<file path="src/logic/adccsr_pkg.sv">
// package for the converter control and status register bank
// assumes an apb slave with 32-bit data, one word per register

package adccsr_pkg;

  // ************************************************
  // register byte addresses
  // ************************************************
  localparam logic [7:0] ADDR_COMMAND   = 8'h00;
  localparam logic [7:0] ADDR_SETUP     = 8'h04;
  localparam logic [7:0] ADDR_STATUS    = 8'h08;
  localparam logic [7:0] ADDR_CLEAR     = 8'h0C;
  localparam logic [7:0] ADDR_SEQ_SETUP = 8'h14;
  localparam logic [7:0] ADDR_IRQ_ON    = 8'h30;
  localparam logic [7:0] ADDR_IRQ_OFF   = 8'h34;
  localparam logic [7:0] ADDR_IRQ_MASK  = 8'h38;

  // ************************************************
  // command bit positions
  // ************************************************
  localparam int CMD_SOFT_RESET = 0;
  localparam int CMD_TIMER_HALT = 1;
  localparam int CMD_TIMER_GO   = 2;
  localparam int CMD_SOFT_TRIG  = 3;
  localparam int CMD_VREF_ON    = 4;
  localparam int CMD_VREF_OFF   = 5;
  localparam int CMD_TURN_ON    = 8;
  localparam int CMD_TURN_OFF   = 9;
  localparam int CMD_BG_ON      = 10;
  localparam int CMD_BG_OFF     = 11;

  // ************************************************
  // setup field positions
  // ************************************************
  localparam int SETUP_VREF_LSB = 1;
  localparam int SETUP_SPD_LSB  = 4;
  localparam int SETUP_CLKSRC   = 6;
  localparam int SETUP_DIV_LSB  = 8;
  localparam logic [31:0] SETUP_MASK   = 32'h0000_077E;
  localparam logic [31:0] SEQ_MASK     = 32'h7077_D7FD;
  localparam int SEQ_TRG_LSB    = 8;
  localparam int SEQ_SHIFT_LSB  = 28;

  // ************************************************
  // status layout
  // ************************************************
  localparam int ST_DONE     = 0;
  localparam int ST_OVERRUN  = 1;
  localparam int ST_WINDOW   = 2;
  localparam int ST_MISSED   = 3;
  localparam int ST_EXPIRED  = 5;
  localparam int ST_READY    = 24;
  localparam int ST_TIMER    = 25;
  localparam int ST_SEQ      = 26;
  localparam int ST_CONV     = 27;
  localparam int ST_VREF     = 28;
  localparam int ST_BANDGAP  = 30;
  localparam logic [4:0] FLAG_W_MASK = 5'h1F;
  localparam logic [31:0] RESET_WORD = 32'h0000_0000;

  localparam logic [2:0] TRG_SOFTWARE = 3'h0;
  localparam logic [2:0] TRG_RESERVED = 3'h7;
  localparam int DIV_BASE_LOG2 = 2;

  // ************************************************
  // carriers
  // ************************************************
  typedef struct packed {
    logic [2:0] clock_divider_sel;
    logic       conv_clock_source;
    logic [1:0] speed_sel;
    logic [2:0] vref_source_sel;
    logic [2:0] shift_level_sel;
    logic [2:0] trigger_source_sel;
  } adccsr_cfg_t;

  typedef struct packed {
    logic conversion_done;
    logic result_overrun;
    logic window_hit;
    logic trigger_missed;
    logic timer_expired;
  } adccsr_evt_t;

endpackage : adccsr_pkg

</file>
<file path="src/logic/adccsr_regs.sv">
// control and status register bank of the converter interface
// assumes apb master on clk, converter core gives live busy levels and event pulses
`timescale 1ns/1ns
`default_nettype none

// Functional notes
// - turn-on/turn-off commands request enable; ready bit reports outcome later.
// - command bits read zero; writing zero does nothing.
// - vref buffer on/off commands set or clear reference buffer.
// - soft trigger command emits one sequencer trigger pulse.
// - timer go/halt start and stop timer; running shown in status.
// - soft reset returns internal state to reset, except flags load that cycle's events; configuration and irq mask kept.
// - divider code 0..7 gives system clock divide 4..512.
// - clock source bit 1 selects bus clock, 0 generic clock.
// - speed code caps rate: 300, 225, 150, 75 ksps.
// - vref select: internal, 0.625 supply, ext1, ext2, 1XX half supply.
// - status shows live converting, sequencer active and timer running bits.
// - ready bit is 1 only once interface is ready after enable.
// - status shows live bandgap request and vref buffer states.
// - timer expired flag sticky until cleared by clear register.
// - trigger missed flag sticky until cleared.
// - window hit flag sticky until cleared.
// - result overrun flag sticky until cleared.
// - conversion done flag sticky until cleared.
// - writing one in clear register clears flag at bits 5,3,2,1,0.
// - shift level select: vref, quarter steps of supply, 0.9 vref.
// - trigger source select: software, timer, internal, continuous, pin edges.
// - irq raised only for masked-in flags; on/off words set/clear mask.
module adccsr_regs #(
  parameter int READY_DELAY = 8
) (
  input  wire logic                    clk,
  input  wire logic                    arst_n,
  input  wire logic                    psel,
  input  wire logic                    penable,
  input  wire logic                    pwrite,
  input  wire logic [7:0]              paddr,
  input  wire logic [31:0]             pwdata,
  output logic      [31:0]             prdata,
  output logic                         pready,
  output logic                         pslverr,
  input  wire logic                    converting_flag,
  input  wire logic                    sequencer_active_flag,
  input  wire adccsr_pkg::adccsr_evt_t evt_in,
  output adccsr_pkg::adccsr_cfg_t      cfg_out,
  output logic      [9:0]              clock_divisor,
  output logic                         enable_req,
  output logic                         vref_buffer_on_flag,
  output logic                         bandgap_request_flag,
  output logic                         timer_run_status,
  output logic                         soft_trigger_pulse,
  output logic                         soft_reset_pulse,
  output logic                         irq
);

  // ************************************************
  // bus decode
  // ************************************************
  logic        wr_en;
  logic [31:0] setup_reg;
  logic [31:0] seq_reg;
  logic [4:0]  flags_reg;
  logic [4:0]  mask_reg;
  logic        enable_reg;
  logic        ready_reg;
  logic [7:0]  ready_cnt_reg;
  logic        vref_reg;
  logic        bg_reg;
  logic        timer_reg;
  logic        trig_reg;
  logic        srst_reg;
  logic        known;

  function automatic logic cmd(input logic [31:0] w, input int b);
    cmd = w[b];
  endfunction : cmd

  function automatic logic hit(input logic [7:0] a, input logic [7:0] r);
    hit = (a == r);
  endfunction : hit

  assign wr_en   = psel && penable && pwrite;
  assign pready  = 1'b1;
  assign known   = hit(paddr, adccsr_pkg::ADDR_COMMAND)   || hit(paddr, adccsr_pkg::ADDR_SETUP)
                || hit(paddr, adccsr_pkg::ADDR_STATUS)    || hit(paddr, adccsr_pkg::ADDR_CLEAR)
                || hit(paddr, adccsr_pkg::ADDR_SEQ_SETUP) || hit(paddr, adccsr_pkg::ADDR_IRQ_ON)
                || hit(paddr, adccsr_pkg::ADDR_IRQ_OFF)   || hit(paddr, adccsr_pkg::ADDR_IRQ_MASK);
  assign pslverr = psel && penable && !known;

  logic cmd_wr;
  assign cmd_wr = wr_en && hit(paddr, adccsr_pkg::ADDR_COMMAND);

  // ************************************************
  // configuration, kept through soft reset
  // ************************************************
  always_ff @(posedge clk or negedge arst_n) begin
    if (!arst_n) begin
      setup_reg <= adccsr_pkg::RESET_WORD;
      seq_reg   <= adccsr_pkg::RESET_WORD;
    end else begin
      if (wr_en && hit(paddr, adccsr_pkg::ADDR_SETUP)) begin
        setup_reg <= pwdata & adccsr_pkg::SETUP_MASK;
      end
      if (wr_en && hit(paddr, adccsr_pkg::ADDR_SEQ_SETUP)) begin
        seq_reg <= pwdata & adccsr_pkg::SEQ_MASK;
      end
    end
  end

  always_comb begin
    cfg_out.clock_divider_sel  = setup_reg[adccsr_pkg::SETUP_DIV_LSB +: 3];
    cfg_out.conv_clock_source  = setup_reg[adccsr_pkg::SETUP_CLKSRC];
    cfg_out.speed_sel          = setup_reg[adccsr_pkg::SETUP_SPD_LSB +: 2];
    cfg_out.vref_source_sel    = setup_reg[adccsr_pkg::SETUP_VREF_LSB +: 3];
    cfg_out.shift_level_sel    = seq_reg[adccsr_pkg::SEQ_SHIFT_LSB +: 3];
    cfg_out.trigger_source_sel = seq_reg[adccsr_pkg::SEQ_TRG_LSB +: 3];
  end

  // divisor 4 shifted left by the code, 4..512
  assign clock_divisor = 10'(1) << (adccsr_pkg::DIV_BASE_LOG2
                         + int'(cfg_out.clock_divider_sel));

  // ************************************************
  // command strobes and internal state
  // ************************************************
  always_ff @(posedge clk or negedge arst_n) begin
    if (!arst_n) begin
      trig_reg <= 1'b0;
      srst_reg <= 1'b0;
    end else begin
      // only a written one acts; zeros are ignored
      trig_reg <= cmd_wr && cmd(pwdata, adccsr_pkg::CMD_SOFT_TRIG);
      srst_reg <= cmd_wr && cmd(pwdata, adccsr_pkg::CMD_SOFT_RESET);
    end
  end
  assign soft_trigger_pulse = trig_reg;
  assign soft_reset_pulse   = srst_reg;

  // internal state; soft reset clears it exactly like the pin reset
  always_ff @(posedge clk or negedge arst_n) begin
    if (!arst_n) begin
      enable_reg <= 1'b0;
      vref_reg   <= 1'b0;
      bg_reg     <= 1'b0;
      timer_reg  <= 1'b0;
    end else if (srst_reg) begin
      enable_reg <= 1'b0;
      vref_reg   <= 1'b0;
      bg_reg     <= 1'b0;
      timer_reg  <= 1'b0;
    end else if (cmd_wr) begin
      // off wins when both on and off are written together
      if (cmd(pwdata, adccsr_pkg::CMD_TURN_OFF)) begin
        enable_reg <= 1'b0;
      end else if (cmd(pwdata, adccsr_pkg::CMD_TURN_ON)) begin
        enable_reg <= 1'b1;
      end
      if (cmd(pwdata, adccsr_pkg::CMD_VREF_OFF)) begin
        vref_reg <= 1'b0;
      end else if (cmd(pwdata, adccsr_pkg::CMD_VREF_ON)) begin
        vref_reg <= 1'b1;
      end
      if (cmd(pwdata, adccsr_pkg::CMD_BG_OFF)) begin
        bg_reg <= 1'b0;
      end else if (cmd(pwdata, adccsr_pkg::CMD_BG_ON)) begin
        bg_reg <= 1'b1;
      end
      if (cmd(pwdata, adccsr_pkg::CMD_TIMER_HALT)) begin
        timer_reg <= 1'b0;
      end else if (cmd(pwdata, adccsr_pkg::CMD_TIMER_GO)) begin
        timer_reg <= 1'b1;
      end
    end
  end

  // ready follows enable after a settling count, so software sees it late
  always_ff @(posedge clk or negedge arst_n) begin
    if (!arst_n) begin
      ready_cnt_reg <= 8'h00;
      ready_reg     <= 1'b0;
    end else if (srst_reg || !enable_reg) begin
      ready_cnt_reg <= 8'h00;
      ready_reg     <= 1'b0;
    end else if (ready_cnt_reg == 8'(READY_DELAY)) begin
      ready_reg <= 1'b1;
    end else begin
      ready_cnt_reg <= ready_cnt_reg + 8'h01;
    end
  end

  assign enable_req           = enable_reg;
  assign vref_buffer_on_flag  = vref_reg;
  assign bandgap_request_flag = bg_reg;
  assign timer_run_status     = timer_reg;

  // ************************************************
  // sticky flags and mask
  // ************************************************
  logic [4:0] evt_vec;
  logic [4:0] clr_vec;
  assign evt_vec = {evt_in.timer_expired, evt_in.trigger_missed, evt_in.window_hit,
                    evt_in.result_overrun, evt_in.conversion_done};
  assign clr_vec = (wr_en && hit(paddr, adccsr_pkg::ADDR_CLEAR))
                 ? {pwdata[adccsr_pkg::ST_EXPIRED], pwdata[adccsr_pkg::ST_MISSED],
                    pwdata[adccsr_pkg::ST_WINDOW], pwdata[adccsr_pkg::ST_OVERRUN],
                    pwdata[adccsr_pkg::ST_DONE]} : 5'h00;

  always_ff @(posedge clk or negedge arst_n) begin
    if (!arst_n) begin
      flags_reg <= 5'h00;
    end else if (srst_reg) begin
      flags_reg <= evt_vec;
    end else begin
      // set after clear so a coincident event survives
      flags_reg <= (flags_reg & ~clr_vec) | evt_vec;
    end
  end

  always_ff @(posedge clk or negedge arst_n) begin
    if (!arst_n) begin
      mask_reg <= 5'h00;
    end else if (wr_en && hit(paddr, adccsr_pkg::ADDR_IRQ_ON)) begin
      mask_reg <= mask_reg | (pwdata[4:0] & adccsr_pkg::FLAG_W_MASK);
    end else if (wr_en && hit(paddr, adccsr_pkg::ADDR_IRQ_OFF)) begin
      mask_reg <= mask_reg & ~(pwdata[4:0] & adccsr_pkg::FLAG_W_MASK);
    end
  end

  assign irq = |(flags_reg & mask_reg);

  // ************************************************
  // read data
  // ************************************************
  function automatic logic [31:0] flag_word(input logic [4:0] f);
    logic [31:0] w;
    w = adccsr_pkg::RESET_WORD;
    w[adccsr_pkg::ST_DONE]    = f[0];
    w[adccsr_pkg::ST_OVERRUN] = f[1];
    w[adccsr_pkg::ST_WINDOW]  = f[2];
    w[adccsr_pkg::ST_MISSED]  = f[3];
    w[adccsr_pkg::ST_EXPIRED] = f[4];
    flag_word = w;
  endfunction : flag_word

  logic [31:0] status_word;
  always_comb begin
    status_word = flag_word(flags_reg);
    status_word[adccsr_pkg::ST_READY]   = ready_reg;
    status_word[adccsr_pkg::ST_TIMER]   = timer_reg;
    status_word[adccsr_pkg::ST_SEQ]     = sequencer_active_flag;
    status_word[adccsr_pkg::ST_CONV]    = converting_flag;
    status_word[adccsr_pkg::ST_VREF]    = vref_reg;
    status_word[adccsr_pkg::ST_BANDGAP] = bg_reg;
  end

  // registered read data, loaded in the setup cycle so it is valid at access
  always_ff @(posedge clk or negedge arst_n) begin
    if (!arst_n) begin
      prdata <= adccsr_pkg::RESET_WORD;
    end else if (psel && !penable && !pwrite) begin
      case (paddr)
        adccsr_pkg::ADDR_SETUP:     prdata <= setup_reg;
        adccsr_pkg::ADDR_STATUS:    prdata <= status_word;
        adccsr_pkg::ADDR_SEQ_SETUP: prdata <= seq_reg;
        // mask reads back in the same compressed order it is written
        adccsr_pkg::ADDR_IRQ_MASK:  prdata <= 32'(mask_reg);
        default:                    prdata <= adccsr_pkg::RESET_WORD;
      endcase
    end
  end

endmodule : adccsr_regs

`default_nettype wire

</file>
<file path="config.mk">
export PLATFORM = sky130hd
export DESIGN_NAME = adccsr_regs
export DESIGN_NICKNAME = d
export VERILOG_FILES = /design/src/logic/adccsr_pkg.sv /design/src/logic/adccsr_regs.sv
export SDC_FILE = /design/constraint.sdc
export NUM_CORES = 1
export LEC_CHECK = 0
export ABC_AREA = 1
export BUFFER_PORTS_ARGS = -buffer_cell sky130_fd_sc_hd__buf_2
export CAP_MARGIN = 20
export CORE_UTILIZATION = 40
export CTS_BUF_LIST = sky130_fd_sc_hd__clkbuf_16
export DETAILED_ROUTE_END_ITERATION = 10
export HOLD_SLACK_MARGIN = 0.12
export PLACE_DENSITY = 0.6
export SLEW_MARGIN = 20
export SYNTH_ARGS = -nofsm -noshare
export SYNTH_HDL_FRONTEND = slang
export SYNTH_SLANG_ARGS = --single-unit
</file>
<file path="constraint.sdc">
create_clock -name clk -period 4.1 [get_ports clk]
set_clock_uncertainty 0.05 [all_clocks]
set_input_delay 0.41 -clock clk [delete_from_list [all_inputs] [get_ports clk]]
set_output_delay 0.41 -clock clk [all_outputs]
set_load 0.01 [all_outputs]
</file>
==> After elaboration in Yosys (flattened, before gate mapping) <==
Index checks and enable logic that the tools add are counted.
{ "word_totals": {"ff_bits": 88, "inputBits": 52, "elab_cells": 95} }
{ "op_classes": {"muxes": 25, "n_reduce_logical": 38, "add_sub_neg": 2, "shift": 1, "n_bitwise": 7, "n_eq_ne": 9} }
{ "op_table": {"columns": ["op", "count"], "rows": [
  ["case mux 31 bit (4 select lines)", 1],
  ["== test 8 x 4 -> 1 bit (second input constant)", 3],
  ["== test 8 x 6 -> 1 bit (second input constant)", 3],
  ["2-to-1 mux 5 bit", 4],
  ["2-to-1 mux 1 bit", 18],
  ["2-to-1 mux 8 bit", 2],
  ["bitwise AND 5 bit", 3],
  ["logical AND 1 bit", 13],
  ["nonzero test 3 bit", 4],
  ["NOT 5 bit", 2],
  ["OR 5 bit", 2],
  ["<< shifter 1 x 4 -> 10 bit (first input constant)", 1],
  ["adder 8 x 1 -> 8 bit (second input constant)", 1],
  ["== test 8 x 3 -> 1 bit (second input constant)", 1],
  ["== test 8 x 5 -> 1 bit (second input constant)", 1],
  ["zero test 8 bit", 1],
  ["logical OR 1 bit", 8],
  ["AND reduction 2 bit", 4],
  ["nonzero test 2 bit", 3],
  ["OR reduction 5 bit", 1],
  ["adder 2 x 3 -> 4 bit (first input constant)", 1],
  ["zero test 1 bit", 4],
  ["!= test 2 bit (second input constant)", 1]
]} }

==> Depth between registers and ports, before layout <==
{ "depth": {"word_depth": 10, "mapped_depth": 10} }

==> Worst setup path after synthesis <==
OpenSTA, ideal clock, no wires.
{ "synth_path": {"kind": "reg2out", "startpoint": "register setup_reg[9]", "endpoint": "output port clock_divisor[0]", "t_arrival_ps": 1295, "path_stages_with_launch": 4, "t_required_ps": 3640, "slack_ps": 2345, "n_path_buf": 0, "cell_sequence": "dfrtp_1 ha_1 or2_2 nor2_1"} }
{ "synth_via": {"elab_chain_cells": 2} }
{ "synth_lines": {"columns": ["element", "line", "rtl"], "rows": [
  ["from (decl)", "adccsr_regs.sv:60", "logic [31:0] setup_reg;"],
  ["from (signal assigned)", "adccsr_regs.sv:98", "setup_reg <= adccsr_pkg::RESET_WORD;"],
  ["from (signal assigned)", "adccsr_regs.sv:102", "setup_reg <= pwdata & adccsr_pkg::SETUP_MASK;"],
  ["adder 2 x 3 -> 4 bit", "adccsr_regs.sv:121", "+ int'(cfg_out.clock_divider_sel));"],
  ["<< shifter 1 x 4 -> 10 bit", "adccsr_regs.sv:120", "assign clock_divisor = 10'(1) << (adccsr_pkg::DIV_BASE_LOG2"],
  ["to (decl)", "adccsr_regs.sv:46", "output logic [9:0] clock_divisor,"]
]} }
Every way passes these cells.

==> Worst setup path in the final report <==
{ "layout_path": {"startpoint": "register setup_reg[9]", "endpoint": "output port clock_divisor[3]"} }
Same word-level chain as after synthesis.

==> summary.md <==
| Metric | Value |
|---|---|
| Initial drt markers | `roughly 180` |
| Post-CTS Resized | `0` |
| Critical Path Slowest Stage Cell | `dfrtp_1` |
| Total Power | `around 1700 µW` |
| Clk buf depth | `2` |
| CP Launch Type | `flop` |
| Multiplexer share of the synthesized area | `0%` |
| Max transition margin | `50.4%` |
| Most common cell in the synthesized netlist | `nand2_1` |
| Mapped Cells | `between 500 and 600` |
| Yosys top cell by area | `dfrtp_1` |
| Largest net degree at the start of global routing | `between 80 and 90` |
| Grt ovf | `0` |
| Drt total wl | `10.2 mm` |
| Final Cycle Share | `53.8%` |
| Fin area | `4920 µm²` |
| Nets | `649` |
| Row count | `36` |
| Dominant cells by area after synthesis | `dfrtp_1, nand2_1, nand3_1` |
| WP data required | `between 3 and 4 ns` |
| Initial antenna violation count | `0` |
| Synth warn | `0` |
| Clock slew at reported path FFs | `0.06 ns` |
| Layout area overhead | `19.1%` |
| Hold Path Class | `primary input to async pin` |
| Via count | `about 3.6k` |
| Max reg flops | `27` |
| Gpl congestion | `between 0.8 and 0.9` |
| Worst Path Buf+Inv | `1` |
| Multi-input gate area | `approximately 1700 µm²` |
| Cell Chain, Critical Path | `ha_1 > or2_2 > nor2_1 > buf_2` |
| Share of the synthesized area in the top cell type | `between 50 and 60%` |
| Delay-heaviest family, CP | `flip-flops` |
| Seq/Total Area, Yosys | `roughly 50%` |
| Post-Synth Simple-Gate Area | `between 30% and 40%` |
| Pwr Density | `around 350 nW/µm²` |
| Fmax | `around 0.45 GHz` |
| Max-slew violations | `0` |
| CP max stage delay | `between 0.4 and 0.5 ns` |
| FF+latch area | `2080 µm²` |
| # clock sinks | `83` |
| Synth cell count leaders | `nand2_1, dfrtp_1, nand3_1` |
| Vias in the first global route | `roughly 3.3k` |
| CTS buffer count | `9` |
| Average wire per cell in the routed design | `between 10 and 15 µm` |
| Library cells used by synthesis | `33` |
| # Post-CTS Setup Buffers | `0` |
| Initial core utilization | `between 40% and 50%` |
| Layout cell share with drive strength beyond 1 | `a little over a quarter` |
| Peak VDD IR | `about 0.00017 V` |
| Crit Path Max Fanout | `7` |
| Global-route wire length before repair | `~17 mm` |
| Setup TNS | `0 ns` |
| Cts hold-fix bufs | `0` |
| Seq cells post-synth | `83` |
| MaxCap Viol Count | `0` |
| Critical Path Sink Type | `output port` |
| Syn_area_per_cell | `slightly above 8 µm²` |
| Remaining routing DRC violations | `0` |
| Port bufs | `103` |
| Worst Setup Path Type | `flop to output port` |
| Post-Synth XOR/XNOR Area | `0.424%` |
| Core Region | `about 10000 µm²` |
| Combinational family with the most area after synthesis | `simple AND/OR/NAND/NOR gates` |
| RSZ-0062 raised after global routing | `no` |
| Mapped Area | `a little over 4000 µm²` |
| Final number of hold-violating endpoints | `0` |
| Post-layout minimum cycle time | `between 2 and 2.5 ns` |
| GRT Util Overall | `20.0%` |
| Synth Area in Compound Gates | `~8.5%` |
| Post-DRT Antenna Nets | `0` |
| DIE HEIGHT | `104 µm` |
| Adder-Cell Fraction of Synth Area | `less than 1%` |
| Status | `finished clean` |
| Die ar. | `10700 µm²` |
| Arr. time, crit path | `between 1.5 and 2 ns` |
| Leak | `around 0.0028 µW` |
| Number of diodes | `0` |
| # fillers | `around 1.0k` |
| Primary FF master, synth | `dfrtp_1` |
| Vias/cell | `approximately 4.9` |
| Worst slew pin tran | `about 0.74 ns` |
| Final setup fails | `0` |
| CTS tree | `done` |
| Die width | `about 100 µm` |
| EDFF count, synth | `0` |
| I/O Pins | `around 120` |
| TritonRoute pass-1 iters | `4` |
| CTS H-tree depth | `3` |
| Root Buffer | `clkbuf_16` |
| Final HPWL DP | `between 7 and 8 mm` |
| Placed cell areas | `between 4000 and 5000 µm²` |
| Clk_lat worst skew | `roughly 0.33 ns` |
| Share of flip-flops with an asynchronous set or reset | `between 90% and 100%` |
-- worst reg2reg max path, delay by kind of cell (launching register included) --
kind / cells / cell delay [ns]
AND/OR/NAND/NOR: 2 / 0.33
flip-flops: 1 / 0.51
buffers and inverters: 2 / 0.34
AO/OA/AOI/OAI: 1 / 0.18
-- cells by family after synthesis --
logic type | after synthesis
AND/OR/NAND/NOR | 297
flip-flops | 83
buffers and inverters | 59
AO/OA/AOI/OAI | 55
adder cells (fa/ha/maj) | 3
XOR/XNOR | 2
other | 2
-- path summary, 6_finish.rpt --
kind                                  startpoint                to  slack, ns  cells after the start
worst max-delay path                setup_reg[9]  clock_divisor[3]       1.89                      4
worst min register to register       seq_reg[15]       seq_reg[15]       0.42                      2
worst max register to register  soft_reset_pulse  ready_cnt_reg[0]       2.61                      5
worst min-delay path                      arst_n       seq_reg[16]       0.06                      1
min in group clk                       evt_in[2]      flags_reg[2]       0.22                      2
max in group asynchronous                 arst_n      flags_reg[3]       3.43                      1
-- routing by layer --
layer	share of wire [%]	track usage, %	vias to the layer above
met5	0	0	-
li1	-	-	1768
met1	47	27.8	1670
met2	46	30.9	111
met4	1.5	5.59	0
met3	5.0	4.85	14
-- cell type report --
class	instances	share of cell area (%)
clock buffers	9	4.58
clock inverters	7	1.07
inverters	33	2.57
multi-input cells	363	35.5
flip-flops and latches	83	42.2
well taps	133	3.38
repair buffers	104	10.8
-- placed cells by master (no fill, tap or decap), drive strengths merged, types with 3 or more instances in the layout --
cell / instances
o21ai: 45
nand2: 190
buf: 104
nor2: 44
conb: 6
o21bai: 6
clkinv: 5
a21oi: 3
inv: 34
nor3: 3
nand3: 56
dfrtp: 83
clkbuf: 9
ha: 3
-- stage by stage --
stage	std cells	utilization [%]	worst slack, ns	hold slack (ns)
after floorplan	505	-	2.35	0.0644
after global placement	716	46.8	1.89	0.404
after detailed placement	716	46.8	1.86	0.409
after CTS	732	49.6	1.90	0.213
after global routing	732	49.7	1.80	0.134
final	732	49.7	1.89	0.0648
-- where the power goes --
group	leakage (µW)	total (µW)	internal, µW	switching, µW
clock	0.000136	753	414	339
combinational	0.00151	119	37.5	81.8
sequential	0.00112	838	829	8.66
Note: power is estimated with default switching activity, not from simulation.
